===== config.mk =====
export PLATFORM = sky130hd
export DESIGN_NAME = mdsd_top
export DESIGN_NICKNAME = d
export VERILOG_FILES = /design/src/include/mdsd_pkg.sv /design/src/core/mdsd_remap_mem.sv /design/src/core/mdsd_top.sv
export SDC_FILE = /design/constraint.sdc
export NUM_CORES = 1
export LEC_CHECK = 0
export ABC_AREA = 0
export BUFFER_PORTS_ARGS = -buffer_cell sky130_fd_sc_hd__buf_2
export CAP_MARGIN = 5
export CORE_MARGIN = 3
export CORE_UTILIZATION = 49
export DETAILED_ROUTE_END_ITERATION = 12
export GPL_ROUTABILITY_DRIVEN = 0
export GPL_TIMING_DRIVEN = 0
export PLACE_DENSITY_LB_ADDON = 0.05
export SETUP_SLACK_MARGIN = 0.05
export SYNTH_ARGS = -nofsm -noshare
export SYNTH_HDL_FRONTEND = slang
export SYNTH_SLANG_ARGS = --single-unit
export TNS_END_PERCENT = 10

===== constraint.sdc =====
create_clock -name clk_sys -period 6.6 [get_ports clk_sys]
set_clock_uncertainty 0.05 [all_clocks]
set_input_delay 0.99 -clock clk_sys [delete_from_list [all_inputs] [get_ports clk_sys]]
set_output_delay 0.99 -clock clk_sys [all_outputs]
set_load 0.05 [all_outputs]

===== src/include/mdsd_pkg.sv =====
package mdsd_pkg;

  // Register offsets (byte addresses)
  localparam logic [7:0] REG_CTRL = 8'h00;
  localparam logic [7:0] REG_GEN_BASE = 8'h04;
  localparam logic [7:0] REG_FE_PTR = 8'h08;
  localparam logic [7:0] REG_EXT_PTR = 8'h0c;
  localparam logic [7:0] REG_STATUS = 8'h10;
  localparam logic [7:0] REG_SCRATCH = 8'h14;
  localparam logic [7:0] REG_DBG_CNT = 8'h18;

  // Register fields and reset values
  localparam int CTRL_START_BIT = 0;
  localparam int EXT_EN_BIT = 0;
  localparam int PTR_LSB = 5;
  localparam logic [31:0] RST_WORD = 32'h0000_0000;

  // Front-end state descriptor fields
  localparam int FE_DWORDS = 3;
  localparam int SCR_BASE_LSB = 10;
  localparam int SCR_SIZE_LSB = 0;
  localparam logic [3:0] SCR_SIZE_MAX = 4'hb;
  localparam int EXT_PRES_BIT = 7;
  localparam int MAXT_LSB = 25;
  localparam int RB_SIZE_LSB = 16;
  localparam int RB_CNT_LSB = 9;
  localparam logic [6:0] RB_CNT_MIN = 7'h01;
  localparam logic [6:0] RB_CNT_MAX = 7'h40;
  localparam int MODE_LSB = 3;
  localparam int CHILD_BIT = 2;
  localparam int DBG_LSB = 0;
  localparam int KD_BASE_LSB = 4;

  // Picture decode state descriptor fields
  localparam int PD_DWORDS = 4;
  localparam int PSTRUCT_LSB = 12;
  localparam int TFF_BIT = 11;
  localparam int SCAN_BIT = 6;
  localparam int PCT_LSB = 9;
  localparam int REMAP_W = 4;

  // Kernel descriptor fields
  localparam int KD_DWORDS = 2;
  localparam logic [31:0] KD_STRIDE = 32'h0000_0010;
  localparam int KSTART_LSB = 6;
  localparam int GRF_LSB = 0;
  localparam int CRLEN_LSB = 26;
  localparam int CROFS_LSB = 20;

  localparam logic [3:0] MODE_GENERIC = 4'h0;
  localparam logic [3:0] MODE_PD = 4'h1;
  localparam logic [3:0] MODE_IS = 4'h2;
  localparam logic [3:0] MODE_MC = 4'h4;
  localparam logic [3:0] MODE_IT = 4'h7;
  localparam logic [3:0] MODE_AIT = 4'hb;

  typedef enum logic [2:0] {
    MDSD_GENERIC, MDSD_PICTURE_DECODE, MDSD_IMAGE_SCALING,
    MDSD_MOTION_COMP_MODE, MDSD_INVERSE_TRANSFORM_MODE,
    MDSD_ALT_INVERSE_TRANSFORM_MODE, MDSD_RESERVED
  } mdsd_mode_t;

  typedef enum logic [1:0] {
    DBG_FREE, DBG_FROZEN, DBG_INIT_ONCE, DBG_INIT_ALWAYS
  } mdsd_dbg_t;

  typedef enum logic [1:0] {
    PS_RESERVED, PS_TOP, PS_BOTTOM, PS_FRAME
  } mdsd_pstruct_t;

  typedef enum logic [1:0] {
    PCT_RESERVED, PCT_INTRA, PCT_PRED, PCT_BIDIR
  } mdsd_pct_t;

  typedef struct packed {
    logic [31:0] scratch_base;
    logic [4:0] scratch_kb;
    logic scratch_size_bad;
    logic [7:0] max_threads;
    logic [9:0] rb_entry_units;
    logic [6:0] rb_entries;
    logic rb_entries_bad;
    mdsd_mode_t mode;
    logic children_present;
    mdsd_dbg_t dbg_ctrl;
    logic [31:0] kd_base;
  } mdsd_fe_cfg_t;

  typedef struct packed {
    mdsd_pstruct_t pstruct;
    logic second_field;
    logic alt_scan;
    mdsd_pct_t coding_type;
  } mdsd_pd_cfg_t;

  typedef struct packed {
    logic [6:0] kernel_idx;
    logic [31:0] kernel_start;
    logic [4:0] grf_blocks;
    logic const_load;
    logic [5:0] const_len;
    logic [5:0] const_ofs;
  } mdsd_kd_t;

endpackage : mdsd_pkg


===== src/core/mdsd_remap_mem.sv =====
`timescale 1ns/1ps
`default_nettype none

// Two words of remap entries; read data registered
module mdsd_remap_mem (
  input wire logic clk_sys,
  input wire logic srst,
  input wire logic wr_en,
  input wire logic wr_addr,
  input wire logic [31:0] wr_data,
  input wire logic rd_addr,
  output logic [31:0] rd_data
);

  logic [31:0] mem_q [2];

  always_ff @(posedge clk_sys) begin
    if (srst) begin
      mem_q[0] <= mdsd_pkg::RST_WORD;
      mem_q[1] <= mdsd_pkg::RST_WORD;
    end else if (wr_en) begin
      mem_q[wr_addr] <= wr_data;
    end
  end

  always_ff @(posedge clk_sys) begin
    if (srst) begin
      rd_data <= mdsd_pkg::RST_WORD;
    end else begin
      rd_data <= mem_q[rd_addr];
    end
  end

endmodule : mdsd_remap_mem

`default_nettype wire


===== src/core/mdsd_top.sv =====
// Added by the designer: the register offsets and the address-and-strobe port.
`timescale 1ns/1ps
`default_nettype none

module mdsd_top (
  input wire logic clk_sys,
  input wire logic srst,
  input wire logic [7:0] reg_addr,
  input wire logic [31:0] reg_wdata,
  input wire logic reg_wr,
  input wire logic reg_rd,
  output logic [31:0] reg_rdata,
  output logic mem_req,
  output logic [31:0] mem_addr,
  input wire logic mem_rvalid,
  input wire logic [31:0] mem_rdata,
  input wire logic obj_valid,
  output logic obj_ready,
  input wire logic [6:0] obj_kernel_idx,
  input wire logic [23:0] obj_id,
  input wire logic root_retire,
  output logic state_valid,
  output mdsd_pkg::mdsd_fe_cfg_t fe_cfg,
  output mdsd_pkg::mdsd_pd_cfg_t pd_cfg,
  output logic kd_valid,
  output mdsd_pkg::mdsd_kd_t kd,
  output logic [23:0] debug_count
);

  typedef enum logic [2:0] {
    ST_IDLE, ST_FE, ST_PD, ST_READY, ST_MAP, ST_KD
  } mdsd_state_t;

  mdsd_state_t state_q;
  logic [31:0] gen_base_q;
  logic [31:0] fe_ptr_q;
  logic [31:0] ext_ptr_q;
  logic ext_en_q;
  logic [31:0] fe_dw_q [mdsd_pkg::FE_DWORDS];
  logic [31:0] pd_dw_q [2];
  logic [31:0] kd_dw0_q;
  logic [1:0] cnt_q;
  logic wait_q;
  logic mem_req_q;
  logic [31:0] mem_addr_q;
  logic [6:0] idx_q;
  logic [6:0] map_idx;
  logic [23:0] obj_id_q;
  logic [7:0] roots_q;
  logic dbg_loaded_q;
  logic start;
  logic accept;
  logic last_dw;
  logic [31:0] fetch_base;
  logic [31:0] remap_rd;
  logic remap_wr;
  logic remap_sel;
  logic [31:0] fe0;
  logic [31:0] fe1;
  logic [31:0] fe2;
  mdsd_pkg::mdsd_fe_cfg_t fe_d;

  assign fe0 = fe_dw_q[0];
  assign fe1 = fe_dw_q[1];
  assign fe2 = fe_dw_q[2];
  assign start = reg_wr && reg_addr == mdsd_pkg::REG_CTRL
    && reg_wdata[mdsd_pkg::CTRL_START_BIT]
    && (state_q == ST_IDLE || state_q == ST_READY);

  // Software-visible pointers
  always_ff @(posedge clk_sys) begin
    if (srst) begin
      gen_base_q <= mdsd_pkg::RST_WORD;
      fe_ptr_q <= mdsd_pkg::RST_WORD;
      ext_ptr_q <= mdsd_pkg::RST_WORD;
      ext_en_q <= 1'b0;
    end else if (reg_wr) begin
      case (reg_addr)
        mdsd_pkg::REG_GEN_BASE: gen_base_q <= reg_wdata;
        mdsd_pkg::REG_FE_PTR: begin
          fe_ptr_q <= {reg_wdata[31:mdsd_pkg::PTR_LSB], 5'h00};
        end
        mdsd_pkg::REG_EXT_PTR: begin
          ext_ptr_q <= {reg_wdata[31:mdsd_pkg::PTR_LSB], 5'h00};
          ext_en_q <= reg_wdata[mdsd_pkg::EXT_EN_BIT];
        end
        default: ;
      endcase
    end
  end

  // Read data one cycle after the strobe; unmapped reads zero
  always_ff @(posedge clk_sys) begin
    if (srst) begin
      reg_rdata <= mdsd_pkg::RST_WORD;
    end else if (reg_rd) begin
      case (reg_addr)
        mdsd_pkg::REG_GEN_BASE: reg_rdata <= gen_base_q;
        mdsd_pkg::REG_FE_PTR: reg_rdata <= fe_ptr_q;
        mdsd_pkg::REG_EXT_PTR: reg_rdata <= {ext_ptr_q[31:1], ext_en_q};
        mdsd_pkg::REG_STATUS: begin
          reg_rdata <= {16'h0000, roots_q, 1'b0, 3'(fe_cfg.mode),
            2'b00, state_valid, state_q != ST_IDLE
            && state_q != ST_READY};
        end
        mdsd_pkg::REG_SCRATCH: reg_rdata <= fe_cfg.scratch_base;
        mdsd_pkg::REG_DBG_CNT: reg_rdata <= {8'h00, debug_count};
        default: reg_rdata <= mdsd_pkg::RST_WORD;
      endcase
    end else begin
      reg_rdata <= mdsd_pkg::RST_WORD;
    end
  end

  // Descriptor fetch: one outstanding read of consecutive dwords
  always_comb begin
    case (state_q)
      ST_FE: fetch_base = gen_base_q + fe_ptr_q;
      ST_PD: fetch_base = gen_base_q + ext_ptr_q;
      default: fetch_base = fe_cfg.kd_base + 32'(idx_q) * mdsd_pkg::KD_STRIDE;
    endcase
  end

  always_comb begin
    case (state_q)
      ST_FE: last_dw = cnt_q == 2'(mdsd_pkg::FE_DWORDS - 1);
      ST_PD: last_dw = cnt_q == 2'(mdsd_pkg::PD_DWORDS - 1);
      default: last_dw = cnt_q == 2'(mdsd_pkg::KD_DWORDS - 1);
    endcase
  end

  assign obj_ready = state_q == ST_READY && roots_q < fe_cfg.max_threads;
  assign accept = obj_valid && obj_ready;
  assign mem_req = mem_req_q;
  assign mem_addr = mem_addr_q;

  always_ff @(posedge clk_sys) begin
    if (srst) begin
      state_q <= ST_IDLE;
      cnt_q <= 2'b00;
      wait_q <= 1'b0;
      mem_req_q <= 1'b0;
      mem_addr_q <= mdsd_pkg::RST_WORD;
      state_valid <= 1'b0;
      idx_q <= 7'h00;
      obj_id_q <= 24'h000000;
    end else begin
      mem_req_q <= 1'b0;
      case (state_q)
        ST_IDLE, ST_READY: begin
          if (start) begin
            state_q <= ST_FE;
            state_valid <= 1'b0;
            cnt_q <= 2'b00;
          end else if (accept) begin
            idx_q <= obj_kernel_idx;
            obj_id_q <= obj_id;
            state_q <= ST_MAP;
          end
        end
        ST_FE, ST_PD, ST_KD: begin
          if (!wait_q) begin
            wait_q <= 1'b1;
            mem_req_q <= 1'b1;
            mem_addr_q <= fetch_base + {28'h0000000, cnt_q, 2'b00};
          end else if (mem_rvalid) begin
            wait_q <= 1'b0;
            cnt_q <= cnt_q + 2'b01;
            if (last_dw) begin
              cnt_q <= 2'b00;
              if (state_q == ST_FE && ext_en_q && fe_d.mode == mdsd_pkg::MDSD_PICTURE_DECODE) begin
                state_q <= ST_PD;
              end else begin
                state_q <= ST_READY;
                state_valid <= 1'b1;
              end
            end
          end
        end
        ST_MAP: begin
          idx_q <= map_idx;
          state_q <= ST_KD;
        end
        default: state_q <= ST_IDLE;
      endcase
    end
  end

  // Capture fetched dwords
  always_ff @(posedge clk_sys) begin
    if (srst) begin
      for (int i = 0; i < mdsd_pkg::FE_DWORDS; i++) begin
        fe_dw_q[i] <= mdsd_pkg::RST_WORD;
      end
      pd_dw_q[0] <= mdsd_pkg::RST_WORD;
      pd_dw_q[1] <= mdsd_pkg::RST_WORD;
      kd_dw0_q <= mdsd_pkg::RST_WORD;
    end else if (wait_q && mem_rvalid) begin
      if (state_q == ST_FE) begin
        fe_dw_q[cnt_q] <= mem_rdata;
      end else if (state_q == ST_PD && !cnt_q[1]) begin
        pd_dw_q[cnt_q[0]] <= mem_rdata;
      end else if (state_q == ST_KD && cnt_q == 2'b00) begin
        kd_dw0_q <= mem_rdata;
      end
    end
  end

  // Remap dwords two and three go to the table memory
  assign remap_wr = state_q == ST_PD && wait_q && mem_rvalid && cnt_q[1];
  // The index register loads on the acceptance edge, after this read is issued, so address from the input
  assign remap_sel = accept ? obj_kernel_idx[3] : idx_q[3];

  mdsd_remap_mem u_remap (
    .clk_sys(clk_sys),
    .srst(srst),
    .wr_en(remap_wr),
    .wr_addr(cnt_q[0]),
    .wr_data(mem_rdata),
    .rd_addr(remap_sel),
    .rd_data(remap_rd)
  );

  // Read issued on acceptance, so the word is ready in the map cycle
  always_comb begin
    map_idx = idx_q;
    if (fe_cfg.mode == mdsd_pkg::MDSD_PICTURE_DECODE && idx_q[6:4] == 3'b000) begin
      if (!idx_q[3]) begin
        map_idx = {3'b000, remap_rd[idx_q[2:0]*mdsd_pkg::REMAP_W +: mdsd_pkg::REMAP_W]};
      end else if (pd_cfg.pstruct == mdsd_pkg::PS_FRAME) begin
        map_idx = {3'b000, remap_rd[idx_q[2:0]*mdsd_pkg::REMAP_W +: mdsd_pkg::REMAP_W]};
      end
    end
  end

  // Front-end decode
  always_comb begin
    fe_d.scratch_base = gen_base_q + {fe0[31:mdsd_pkg::SCR_BASE_LSB], 10'h000};
    fe_d.scratch_kb = 5'(fe0[mdsd_pkg::SCR_SIZE_LSB +: 4]) + 5'h01;
    fe_d.scratch_size_bad = fe0[mdsd_pkg::SCR_SIZE_LSB +: 4] > mdsd_pkg::SCR_SIZE_MAX;
    fe_d.max_threads = 8'(fe1[mdsd_pkg::MAXT_LSB +: 7]) + 8'h01;
    fe_d.rb_entry_units = 10'(fe1[mdsd_pkg::RB_SIZE_LSB +: 9]) + 10'h001;
    fe_d.rb_entries = fe1[mdsd_pkg::RB_CNT_LSB +: 7];
    fe_d.rb_entries_bad = fe_d.rb_entries < mdsd_pkg::RB_CNT_MIN
      || fe_d.rb_entries > mdsd_pkg::RB_CNT_MAX;
    case (fe1[mdsd_pkg::MODE_LSB +: 4])
      mdsd_pkg::MODE_GENERIC: fe_d.mode = mdsd_pkg::MDSD_GENERIC;
      mdsd_pkg::MODE_PD: fe_d.mode = mdsd_pkg::MDSD_PICTURE_DECODE;
      mdsd_pkg::MODE_IS: fe_d.mode = mdsd_pkg::MDSD_IMAGE_SCALING;
      mdsd_pkg::MODE_MC: fe_d.mode = mdsd_pkg::MDSD_MOTION_COMP_MODE;
      mdsd_pkg::MODE_IT: fe_d.mode = mdsd_pkg::MDSD_INVERSE_TRANSFORM_MODE;
      mdsd_pkg::MODE_AIT: fe_d.mode = mdsd_pkg::MDSD_ALT_INVERSE_TRANSFORM_MODE;
      default: fe_d.mode = mdsd_pkg::MDSD_RESERVED;
    endcase
    // Children present is passed as programmed; software keeps it low in
    // picture-decode mode
    fe_d.children_present = fe1[mdsd_pkg::CHILD_BIT];
    fe_d.dbg_ctrl = mdsd_pkg::mdsd_dbg_t'(fe1[mdsd_pkg::DBG_LSB +: 2]);
    fe_d.kd_base = gen_base_q + {fe2[31:mdsd_pkg::KD_BASE_LSB], 4'h0};
  end

  assign fe_cfg = fe_d;

  // Picture decode fields
  always_comb begin
    pd_cfg.pstruct = mdsd_pkg::mdsd_pstruct_t'(pd_dw_q[0][mdsd_pkg::PSTRUCT_LSB +: 2]);
    pd_cfg.second_field = (pd_cfg.pstruct == mdsd_pkg::PS_TOP && !pd_dw_q[0][mdsd_pkg::TFF_BIT])
      || (pd_cfg.pstruct == mdsd_pkg::PS_BOTTOM && pd_dw_q[0][mdsd_pkg::TFF_BIT]);
    pd_cfg.alt_scan = pd_dw_q[0][mdsd_pkg::SCAN_BIT];
    pd_cfg.coding_type = mdsd_pkg::mdsd_pct_t'(pd_dw_q[1][mdsd_pkg::PCT_LSB +: 2]);
  end

  // Kernel descriptor output, one pulse per object
  always_ff @(posedge clk_sys) begin
    if (srst) begin
      kd_valid <= 1'b0;
      kd <= '0;
    end else begin
      kd_valid <= state_q == ST_KD && wait_q && mem_rvalid && last_dw;
      if (state_q == ST_KD && wait_q && mem_rvalid && last_dw) begin
        kd.kernel_idx <= idx_q;
        kd.kernel_start <= gen_base_q + {kd_dw0_q[31:mdsd_pkg::KSTART_LSB], 6'h00};
        kd.grf_blocks <= 5'(kd_dw0_q[mdsd_pkg::GRF_LSB +: 4]) + 5'h01;
        kd.const_load <= mem_rdata[mdsd_pkg::CRLEN_LSB +: 6] != 6'h00;
        kd.const_len <= mem_rdata[mdsd_pkg::CRLEN_LSB +: 6];
        // Offset is meaningless without a length, so it is forced to zero
        kd.const_ofs <= (mem_rdata[mdsd_pkg::CRLEN_LSB +: 6] == 6'h00) ? 6'h00
          : mem_rdata[mdsd_pkg::CROFS_LSB +: 6];
      end
    end
  end

  // Active root count; accept and retire together leave it unchanged
  always_ff @(posedge clk_sys) begin
    if (srst) begin
      roots_q <= 8'h00;
    end else if (accept && !root_retire) begin
      roots_q <= roots_q + 8'h01;
    end else if (!accept && root_retire && roots_q != 8'h00) begin
      roots_q <= roots_q - 8'h01;
    end
  end

  // Debug counter
  always_ff @(posedge clk_sys) begin
    if (srst || start) begin
      debug_count <= 24'h000000;
      dbg_loaded_q <= 1'b0;
    end else begin
      case (fe_cfg.dbg_ctrl)
        mdsd_pkg::DBG_FREE: debug_count <= debug_count + 24'h000001;
        mdsd_pkg::DBG_FROZEN: ;
        mdsd_pkg::DBG_INIT_ONCE: begin
          if (accept && !dbg_loaded_q) begin
            debug_count <= obj_id;
            dbg_loaded_q <= 1'b1;
          end else begin
            debug_count <= debug_count + 24'h000001;
          end
        end
        default: begin
          debug_count <= accept ? obj_id : debug_count + 24'h000001;
        end
      endcase
    end
  end

endmodule : mdsd_top

`default_nettype wire


---- Yosys cells after proc, flatten, opt, wreduce, memory -nomap -nowiden ----
Memories as Yosys holds them, arrays and structs flattened. A register that Yosys moved wholly into a read port is not among the register bits.
Index checks and enable logic that the tools add are counted.
operators by class
  reductions and logical operators ........ 64
  equal/unequal tests ..................... 36
  add/subtract/negate cells ............... 15
  shifts and indexed selects .............. 1
  $lt $le $gt $ge ......................... 4
  bitwise operators ....................... 5
  multiplexer cells ....................... 61
operator list
  cell                     count
  $pmux W32 S6             1
  $add A32 B32 Y32         5
  $mux W32                 3
  $reduce_or A32 Y1        3
  $pmux W24 S3             1
  $pmux W32 S2             1
  $mux W24                 2
  $mux W7                  5
  $add A32 B11 Y32         1
  $add A32 B4 Y32          1
  $shiftx A32 B6 Y4        1
  $mux W1                  29
  $add A24 B1 Y24 const B  1
  $eq A8 B5 Y1 const B     3
  $logic_and A1 B1 Y1      24
  $pmux W3 S6              1
  $eq A8 B4 Y1 const B     2
  $mux W8                  2
  $ne A2 B2 Y1 const B     8
  $reduce_and A4 Y1        4
  $mux W3                  5
  $pmux W7 S2              1
  $add A4 B1 Y5 const B    2
  $add A9 B1 Y10 const B   1
  other kinds (42)         79
word-level totals
  memories ................................ 3
  word-level logic and storage cells ...... 213
  bits of input ports ..................... 110
  memory bits (writable) .................. 224
  flip-flop bits (word level) ............. 289
memories
  memory         words  width  rd ports  clocked after memory_dff  wr ports  RTL line              RTL
  fe_dw_q        3      32     3         0                         3         mdsd_top.sv:39        logic [31:0] fe_dw_q [mdsd_pkg::FE_DWORDS];
  pd_dw_q        2      32     2         0                         2         mdsd_top.sv:40        logic [31:0] pd_dw_q [2];
  u_remap.mem_q  2      32     1         1                         2         mdsd_remap_mem.sv:15  logic [31:0] mem_q [2];

---- Longest topological paths before layout ----
Gate-level depths: netlist of the first run.
An unclocked memory read counts as a cell.
  depth in word-level cells ............... 10
  depth in mapped cells ................... 25

---- Modules after synthesis ----
A second synthesis of the first run with hierarchy kept.
unflattened totals
  cells, all modules ...................... 3017
  area, all modules ....................... 26849.5 sq um
modules (own cells, without submodules)
  module          sequential area each (sq um)  times used  area an instance (sq um)  cells an instance
  mdsd_top        8448.1                        1           23299.8                   2774
  mdsd_remap_mem  2562.5                        1           3549.7                    243

---- Worst setup path after synthesis of the first run ----
OpenSTA, ideal clock, no wires.
  path type ............................... register to register
  from .................................... reg gen_base_q[4]
  to ...................................... reg mem_addr_q[31], in the netlist mem_addr[31]
  arrival time ............................ 5.196 ns
  setup slack ............................. 1.291 ns
  stages on the path, launching flop included .. 20
  clock period less this slack ............ 5.309 ns
  buffers on the path ..................... 0
  library setup time ...................... 0.062 ns
  cell sequence ........................... dfxtp_1 ha_1 inv_1 fa_1 nand2b_1 nand2b_1 a21oi_1 xnor2_1 ha_1 a21boi_0 o211ai_1 a211oi_2 a31o_2 a31oi_1 nor4_2 o2111ai_1 nor3_1 nand3_2 or4b_1 nand3_1
RTL lines
  element                   RTL line         RTL
  start: declaration        mdsd_top.sv:35   logic [31:0] gen_base_q;
  start signal: assignment  mdsd_top.sv:73   gen_base_q <= mdsd_pkg::RST_WORD;
  start signal: assignment  mdsd_top.sv:79   mdsd_pkg::REG_GEN_BASE: gen_base_q <= reg_wdata;
  end signal: assignment    mdsd_top.sv:143  mem_addr_q <= mdsd_pkg::RST_WORD;
  end signal: assignment    mdsd_top.sv:165  mem_addr_q <= fetch_base + {28'h0000000, cnt_q, 2'b00};
  end: declaration          mdsd_top.sv:45   logic [31:0] mem_addr_q;

---- Worst setup path after layout of the first run ----
  from .................................... reg state_q[2]
  to ...................................... reg mem_addr_q[31], in the netlist mem_addr[31]
between the ends
  longest elaborated chain between the ends .. 3
  elaborated cells on any way between the ends .. 7
  those cells by class .................... add/sub (1); eq/ne (3); mux (1); reduce/logical (2)
RTL lines
  element                                               RTL line                          RTL
  start: declaration                                    mdsd_top.sv:34                    mdsd_state_t state_q;
  start signal: assignment                              mdsd_top.sv:139                   state_q <= ST_IDLE;
  start signal: assignment                              mdsd_top.sv:152                   state_q <= ST_FE;
  start signal: assignment                              mdsd_top.sv:158                   state_q <= ST_MAP;
  $eq A3 B2 Y1 (tied with other cells)                  mdsd_top.sv:117, mdsd_top.sv:149
  $pmux W32 S2 or $reduce_or A3 Y1 (tied branches)      mdsd_top.sv:117, mdsd_top.sv:149
  $add A32 B4 Y32 or $reduce_and A2 Y1 (tied branches)  n/a
Parallel ways exist; a longest one is shown, timed or not.
A chain may end at the register's enable or synchronous reset.

==> results of run 1 <==
## worst max-delay path by stage
stage | from | end | slack, ns | cells past startpoint
after detailed placement | state_q[2] | mem_addr[31] | -0.02 | 19
after global placement | state_q[2] | mem_addr[31] | 0.003 | 19
after floorplan | gen_base_q[4] | mem_addr[31] | 1.29 | 19
final | state_q[2] | mem_addr[31] | 0.36 | 19
after global routing | state_q[2] | mem_addr[31] | 0.14 | 19
after CTS | state_q[2] | mem_addr[31] | 0.16 | 20
## metrics by stage
step | utilization, % | hold WS, ns | std cells | worst slack [ns] | TNS (ns)
2_1_floorplan | - | 0.3868 | 3037 | 1.291 | 0
3_3_place_gp | 55.12 | 0.3870 | 4090 | 0.003145 | 0
3_5_place_dp | 55.16 | 0.3925 | 4091 | -0.02493 | -0.02493
4_1_cts | 58.27 | 0.4002 | 4185 | 0.1581 | 0
5_1_grt | 58.32 | 0.4098 | 4186 | 0.1365 | 0
6_report | 58.33 | 0.3986 | 4188 | 0.3593 | 0
## flip-flops by register name, summed over array words and instances (netlist names), 2 cells and up
register         cells
fe_dw_q             84
u_remap.mem_q       64
kd                  57
gen_base_q          32
mem_addr            32
reg_rdata           32
u_remap.rd_data     32
kd_dw0_q            30
ext_ptr_q           27
fe_ptr_q            27
debug_count         24
roots_q              8
idx_q                7
pd_dw_q              6
state_q              3
cnt_q                2
## tightest hold or removal path: stages (launching register included)
cell     delay [ns]
dfxtp_1        0.30
nand2_1        0.05
a21oi_1        0.05
## power by group through the flow
stage                     sequential (mW)  clock, mW  combinational [mW]
after floorplan                      3.17          0               0.421
after global placement               3.19          0               0.642
after detailed placement             3.19          0               0.654
after CTS                            3.13       2.87               0.657
after global routing                 3.13       2.98               0.717
final                                3.13       2.86               0.669
## cell type report
cell class | instances | area share, %
inverter | 69 | 0.8406
clock inverter | 24 | 0.7193
sequential | 473 | 35.56
antenna | 2 | 0.01616
multi-input combinational | 2302 | 46.71
clock buffer | 70 | 4.607
timing repair buffer | 367 | 6.013
tap | 688 | 2.780
buffer | 193 | 2.748
## timing repair
action / CTS / global route
gates resized for setup: 1 / 4
setup endpoints to repair: 3 / 7
hold buffers: 0 / 0
## layer usage
layer,global-route usage (%),share of wire (%),vias up,wire length [um]
li1,-,-,11689,-
met3,6.380,11,258,11020
met4,15.45,4.8,0,4941
met1,47.22,40,12202,41760
met5,0,0,-,0
met2,54.94,44,1459,45680
## placed cells by master (no fill, tap or decap), types with 29 or more instances in the layout
master     Yosys  routed
xor2_1        52      52
nand3_1       51      51
inv_1         66      66
o21ai_0       60      60
buf_4         28      29
nand2_1      522     522
clkbuf_16      0      50
nor2_1       213     213
nor3_1        49      49
a21oi_1      346     346
ha_1         129     129
and2_1        97      97
and3_1       120     120
mux2_2        34      34
a211oi_1      35      35
edfxtp_1     154     154
buf_2          3     369
a21o_1        47      47
clkbuf_1     156     164
xnor2_1       91      91
dfxtp_1      319     319
## cells by family after synthesis
| logic type | after synthesis | share of synthesized area [%] |
|---|---|---|
| simple gates | 1202 | 21.50 |
| mux | 64 | 2.948 |
| xor+xnor | 144 | 4.776 |
| buf+inv | 262 | 4.173 |
| fa+ha+maj | 136 | 6.603 |
| flops | 473 | 41.44 |
| compound gates | 756 | 18.55 |
==> impl_metrics.json, run 1 <==
{
  "cellPowerDensity_nw_per_um2": 214.9,
  "core_region_area_sq_um": 53080,
  "drt_pass1_iterations": 10,
  "seqPwrFrac_pct": 47.0,
  "clkSlewWorstSetupHoldPaths_ns": 0.07,
  "via_per_inst": 6.115,
  "cp_top_family": "simple AND/OR/NAND/NOR gates",
  "yosys.cell_types.count": 96,
  "clockBufferDepth": 3,
  "synth-seq-cells": 473,
  "wl_mm": 103.4,
  "fillCellCount": 4858,
  "ys_top_cells_by_count": "522 x nand2_1, 346 x a21oi_1, 319 x dfxtp_1",
  "cts-root-buf": "clkbuf_16",
  "synthTopCellsByArea": "dfxtp_1 24%, edfxtp_1 17%, nand2_1 7.4%",
  "slowest_stage": "or4b_1",
  "worst_pin_slew_ns": 1.414,
  "vias": 25608,
  "whs_endpoint": "mem_addr[8]",
  "outcome": "finished, final reports clean",
  "critPathLaunchType": "flip-flop",
  "die-area_sq_um": 57050,
  "hold_depth": 2,
  "pin_count": 367,
  "die_width_um": 238.8,
  "port_buffers": 365,
  "worstSkewPairLatency_ns": 0.63,
  "arrival_ns": 6.74,
  "rr_startpoint": "state_q[2]",
  "drt_iter0_markers": 2755,
  "syn_to_final_growth_pct": 16.54,
  "final-seq-area_sq_um": 11010,
  "yosysTopAreaCellShare_pct": 24.04,
  "critPathMostFrequentCell": "nor3_1",
  "hold_viol": 0,
  "synthCells": 3037,
  "regToRegSetupSlack_ns": 0.36,
  "dpl.hpwl_mm": 78.99,
  "cts_buffers": 50,
  "cts_tree": "done",
  "peakVddDrop_mv": 0.2044,
  "pwr-share-clk_pct": 42.9,
  "postCtsSetupRepairBufs": 0,
  "p_leak_nw": 13.03,
  "synth_edf_count": 154,
  "synth_most_common_cell": "nand2_1",
  "crit_buf_inv": 3,
  "clock-sinks": 473,
  "fmaxAchievable_mhz": 160.2,
  "layout.nets": 3702,
  "hold_class": "flip-flop to flip-flop",
  "gr-total-overflow": 0,
  "row_count": 84,
  "slowest_delay_ns": 0.51,
  "first_global_vias": 23842,
  "grt_setup_unrepaired": "no",
  "grt_pass1_wl_mm": 149.4,
  "drv_slew": 0,
  "finalSetupViolCount": 0,
  "maxCapViolCount": 0,
  "ant_nets": 0,
  "path_max_fanout": 10,
  "synth-async-reset-ratio_pct": 0,
  "grt_max_degree": 33,
  "syn_area_sq_um": 26570,
  "multiInputGateArea_sq_um": 14460,
  "grt_use_total_pct": 34.93,
  "hp-start": "mem_addr[8]",
  "cp_cell_sequence": "clkbuf_1 -> nor2b_1 -> nor2b_2 -> buf_2 -> clkbuf_2 -> mux2_2 -> ha_1 -> nor3_1 -> and4b_1 -> a211oi_1 -> nor3_1 -> nor3b_1 -> a31oi_1 -> nor4_2 -> o2111ai_1 -> nor3_1 -> nand3_2 -> or4b_1 -> nand3_1",
  "switchingPower_mw": 1.773,
  "drc": 0,
  "critical_path_class": "flip-flop to flip-flop",
  "ys_seq_area_share_pct": 41.44,
  "antenna_found_initial": 1,
  "slew_headroom_pct": 5.028,
  "required_ns": 7.10,
  "final_area_sq_um": 30960,
  "start_util_pct": 50.05,
  "swShare_pct": 26.65,
  "h-tree-depth": 2,
  "placed_area_sq_um": 29270,
  "drive_above_1_share_pct": 16.50,
  "pwr-share-comb_pct": 10.1,
  "ys.flop_type": "dfxtp_1",
  "internal-power_mw": 4.880,
  "reg2reg_depth": 19,
  "avgSynthCellArea_sq_um": 8.748,
  "critPathCaptureType": "flip-flop",
  "period_minus_slack_ns": 6.241,
  "yosysTopAreaCell": "dfxtp_1",
  "rr_endpoint": "mem_addr[31]",
  "yosys_warnings": 0,
  "die_y_um": 238.8,
  "syn_nets": 3283,
  "wl_per_cell_um": 24.69,
  "finalCritPeriodShare_pct": 94.56,
  "total_power_mw": 6.653
}
(Power assumes the default switching activity.)
==> run 2: changes to the inputs <==
--- a/config.mk
+++ b/config.mk
@@ -5,11 +5,11 @@
 export SDC_FILE = /design/constraint.sdc
 export NUM_CORES = 1
 export LEC_CHECK = 0
-export ABC_AREA = 0
+export ABC_AREA = 1
 export BUFFER_PORTS_ARGS = -buffer_cell sky130_fd_sc_hd__buf_2
 export CAP_MARGIN = 5
 export CORE_MARGIN = 3
-export CORE_UTILIZATION = 49
+export CORE_UTILIZATION = 35
 export DETAILED_ROUTE_END_ITERATION = 12
 export GPL_ROUTABILITY_DRIVEN = 0
 export GPL_TIMING_DRIVEN = 0
==> run 2 against run 1 <==
Global-route usage shrank 6.4 points; fmax grew 13%; area after synthesis is 1.2% higher; clock power increased by 7%; wire length grew 15%; worst hold slack improved by 0.013 ns; critical endpoint is now fe_cfg[101].
==> impl_metrics.json, run 2 <==
{
  "h-tree-depth": 2,
  "port_buffers": 365,
  "cts.repair.resized": 0,
  "worst_pin_slew_ns": 1.177,
  "maxCapViolCount": 0,
  "cts_buffers": 56,
  "final_cell_mix": "715 x nand2_1, 453 x inv_1, 392 x nor2_1, 371 x buf_2, 369 x a21oi_1",
  "core_region_area_sq_um": 76080,
  "yosysTopAreaCellShare_pct": 23.75,
  "clockBufferDepth": 3,
  "critPathLaunchType": "flip-flop",
  "worst_slack_ns": 1.094,
  "postCtsSetupRepairBufs": 0,
  "path_max_fanout": 6,
  "period_minus_slack_ns": 5.506,
  "synth-seq-cells": 473,
  "slowest_delay_ns": 0.83,
  "slew_headroom_pct": 21.34,
  "final_area_sq_um": 31850,
  "finalSetupViolCount": 0,
  "final_cells": 5123,
  "syn_to_final_growth_pct": 18.44,
  "cts-root-buf": "clkbuf_16",
  "swShare_pct": 36.13,
  "ys_seq_area_share_pct": 40.94,
  "row_count": 101,
  "arrival_ns": 4.47,
  "ys_top_cells_by_count": "717 x nand2_1, 453 x inv_1, 392 x nor2_1",
  "ant_nets": 0,
  "cellPowerDensity_nw_per_um2": 272.8,
  "tns_ns": 0,
  "fmaxAchievable_mhz": 181.6,
  "pin_count": 367,
  "switchingPower_mw": 3.140,
  "placed_area_sq_um": 30010,
  "critPathCaptureType": "output port",
  "wl_mm": 118.9,
  "largest_reg_flops": 84,
  "antenna_found_initial": 7,
  "dpl.hpwl_mm": 93.36,
  "seqPwrFrac_pct": 39.3,
  "worstSkewPairLatency_ns": 0.62,
  "via_per_inst": 5.183,
  "drt_pass1_iterations": 8,
  "hold_buffers": 0,
  "wl_per_cell_um": 23.21,
  "clkSlewWorstSetupHoldPaths_ns": 0.06,
  "dpl.cell_count": 5012,
  "crit_buf_inv": 1,
  "yosys_warnings": 0,
  "start_util_pct": 35.35,
  "pwr-share-clk_pct": 35.3,
  "gr-total-overflow": 0,
  "hold_class": "flip-flop to flip-flop",
  "dpl_worst_slack_ns": 1.477,
  "p_leak_nw": 14.98,
  "yosysTopAreaCell": "dfxtp_1",
  "drive_above_1_share_pct": 14.04,
  "required_ns": 5.56,
  "synthCells": 3617,
  "layout.nets": 4287,
  "synth_edf_count": 154,
  "drv_slew": 0,
  "avgSynthCellArea_sq_um": 7.435,
  "drc": 0,
  "grt_use_total_pct": 28.51,
  "cp_top_family": "compound AO/OA/AOI/OAI gates",
  "critical_path_class": "flip-flop to output port",
  "reg_top3": "fe_dw_q (84), u_remap.mem_q (64), kd (57)",
  "yosys.cell_types.count": 64,
  "synth_most_common_cell": "nand2_1",
  "cp_cell_sequence": "ha_1 -> nand2_1 -> nor3_1 -> nand2_1 -> nand2_1 -> nand2_1 -> a21oi_1 -> a21oi_1 -> o21ai_0 -> a31oi_1 -> o21ai_0 -> nand2_1 -> nand3_1 -> and2_1 -> buf_2",
  "ys.flop_type": "dfxtp_1",
  "syn_nets": 3863,
  "pwr-share-comb_pct": 25.4,
  "grt_pass1_wl_mm": 170.0,
  "post-route-util_pct": 41.87,
  "vias": 26551,
  "largest-register": "fe_dw_q",
  "layout_commonest_cell": "nand2_1",
  "drt_iter0_markers": 2367,
  "syn_area_sq_um": 26890,
  "finalCritPeriodShare_pct": 83.42,
  "outcome": "finished, final reports clean",
  "peakVddDrop_mv": 0.2012,
  "critPathMostFrequentCell": "nand2_1",
  "die-area_sq_um": 80200,
  "synth-async-reset-ratio_pct": 0,
  "hold_viol": 0,
  "slowest_stage": "dfxtp_1",
  "clock-sinks": 473,
  "die_y_um": 283.2,
  "internal-power_mw": 5.550,
  "grt_max_degree": 33,
  "die_width_um": 283.2,
  "grt_setup_unrepaired": "no",
  "first_global_vias": 25146,
  "synthTopCellsByArea": "dfxtp_1 24%, edfxtp_1 17%, nand2_1 10%",
  "cts_tree": "done"
}
## run 2: final timing paths
kind	startpoint	end	slack [ns]	depth (start not counted)
setup / recovery	gen_base_q[16]	fe_cfg[101]	1.09	15
hold / removal	mem_addr[14]	mem_addr[14]	0.41	2
setup reg to reg	state_q[1]	mem_addr[31]	1.38	22
hold reg to reg	mem_addr[14]	mem_addr[14]	0.41	2
## run 2: worst min-delay path, cell delays in order (launching register included)
cell and delay, ns:
dfxtp_1 0.31, nand2_1 0.06, a21oi_1 0.05
## run 2: final cells by class
cell class	count	area [sq um]
inverters	470	1764
diodes	5	12.51
flip-flops and latches	473	11010
plain buffers	147	668.1
multi-input cells	2527	13460
well taps	1030	1289
fillers	8204	44220
clock buffers	91	1710
repair buffers	366	1854
clock inverters	14	87.58
## run 2: per-stage QoR
step | total power, mW | hold slack (ns)
6_report | 8.690 | 0.4117
5_1_grt | 9.063 | 0.4363
4_1_cts | 8.734 | 0.4147
3_5_place_dp | 5.690 | 0.4013
3_3_place_gp | 5.687 | 0.4054
2_1_floorplan | 4.936 | 0.3859
## run 2: routing by layer
layer / routed length [um] / vias up / track usage [%]
met1: 50050 / 12541 / 36.98
met2: 56780 / 927 / 48.79
met4: 4166 / 6 / 9.475
li1: - / 12905 / -
met5: 33 / - / 0
met3: 7895 / 172 / 3.998
## run 2: cell families (layout without fill, tap and decap cells)
family,after synthesis,in the layout,synth area share (%)
compound gates,854,854,17.42
xor+xnor,103,103,3.354
fa+ha+maj,136,136,6.523
buf+inv,617,1088,9.044
flops,473,473,40.94
mux,1,1,0.03722
other cells,0,5,0
simple gates,1433,1433,22.68
## run 2: power by group through the flow
stage / registers, mW / clock network (mW) / logic [mW]
3_3_place_gp: 3.48 / 0 / 2.21
3_5_place_dp: 3.48 / 0 / 2.21
4_1_cts: 3.42 / 3.10 / 2.22
2_1_floorplan: 3.79 / 0 / 1.15
6_report: 3.42 / 3.06 / 2.21
5_1_grt: 3.44 / 3.21 / 2.41
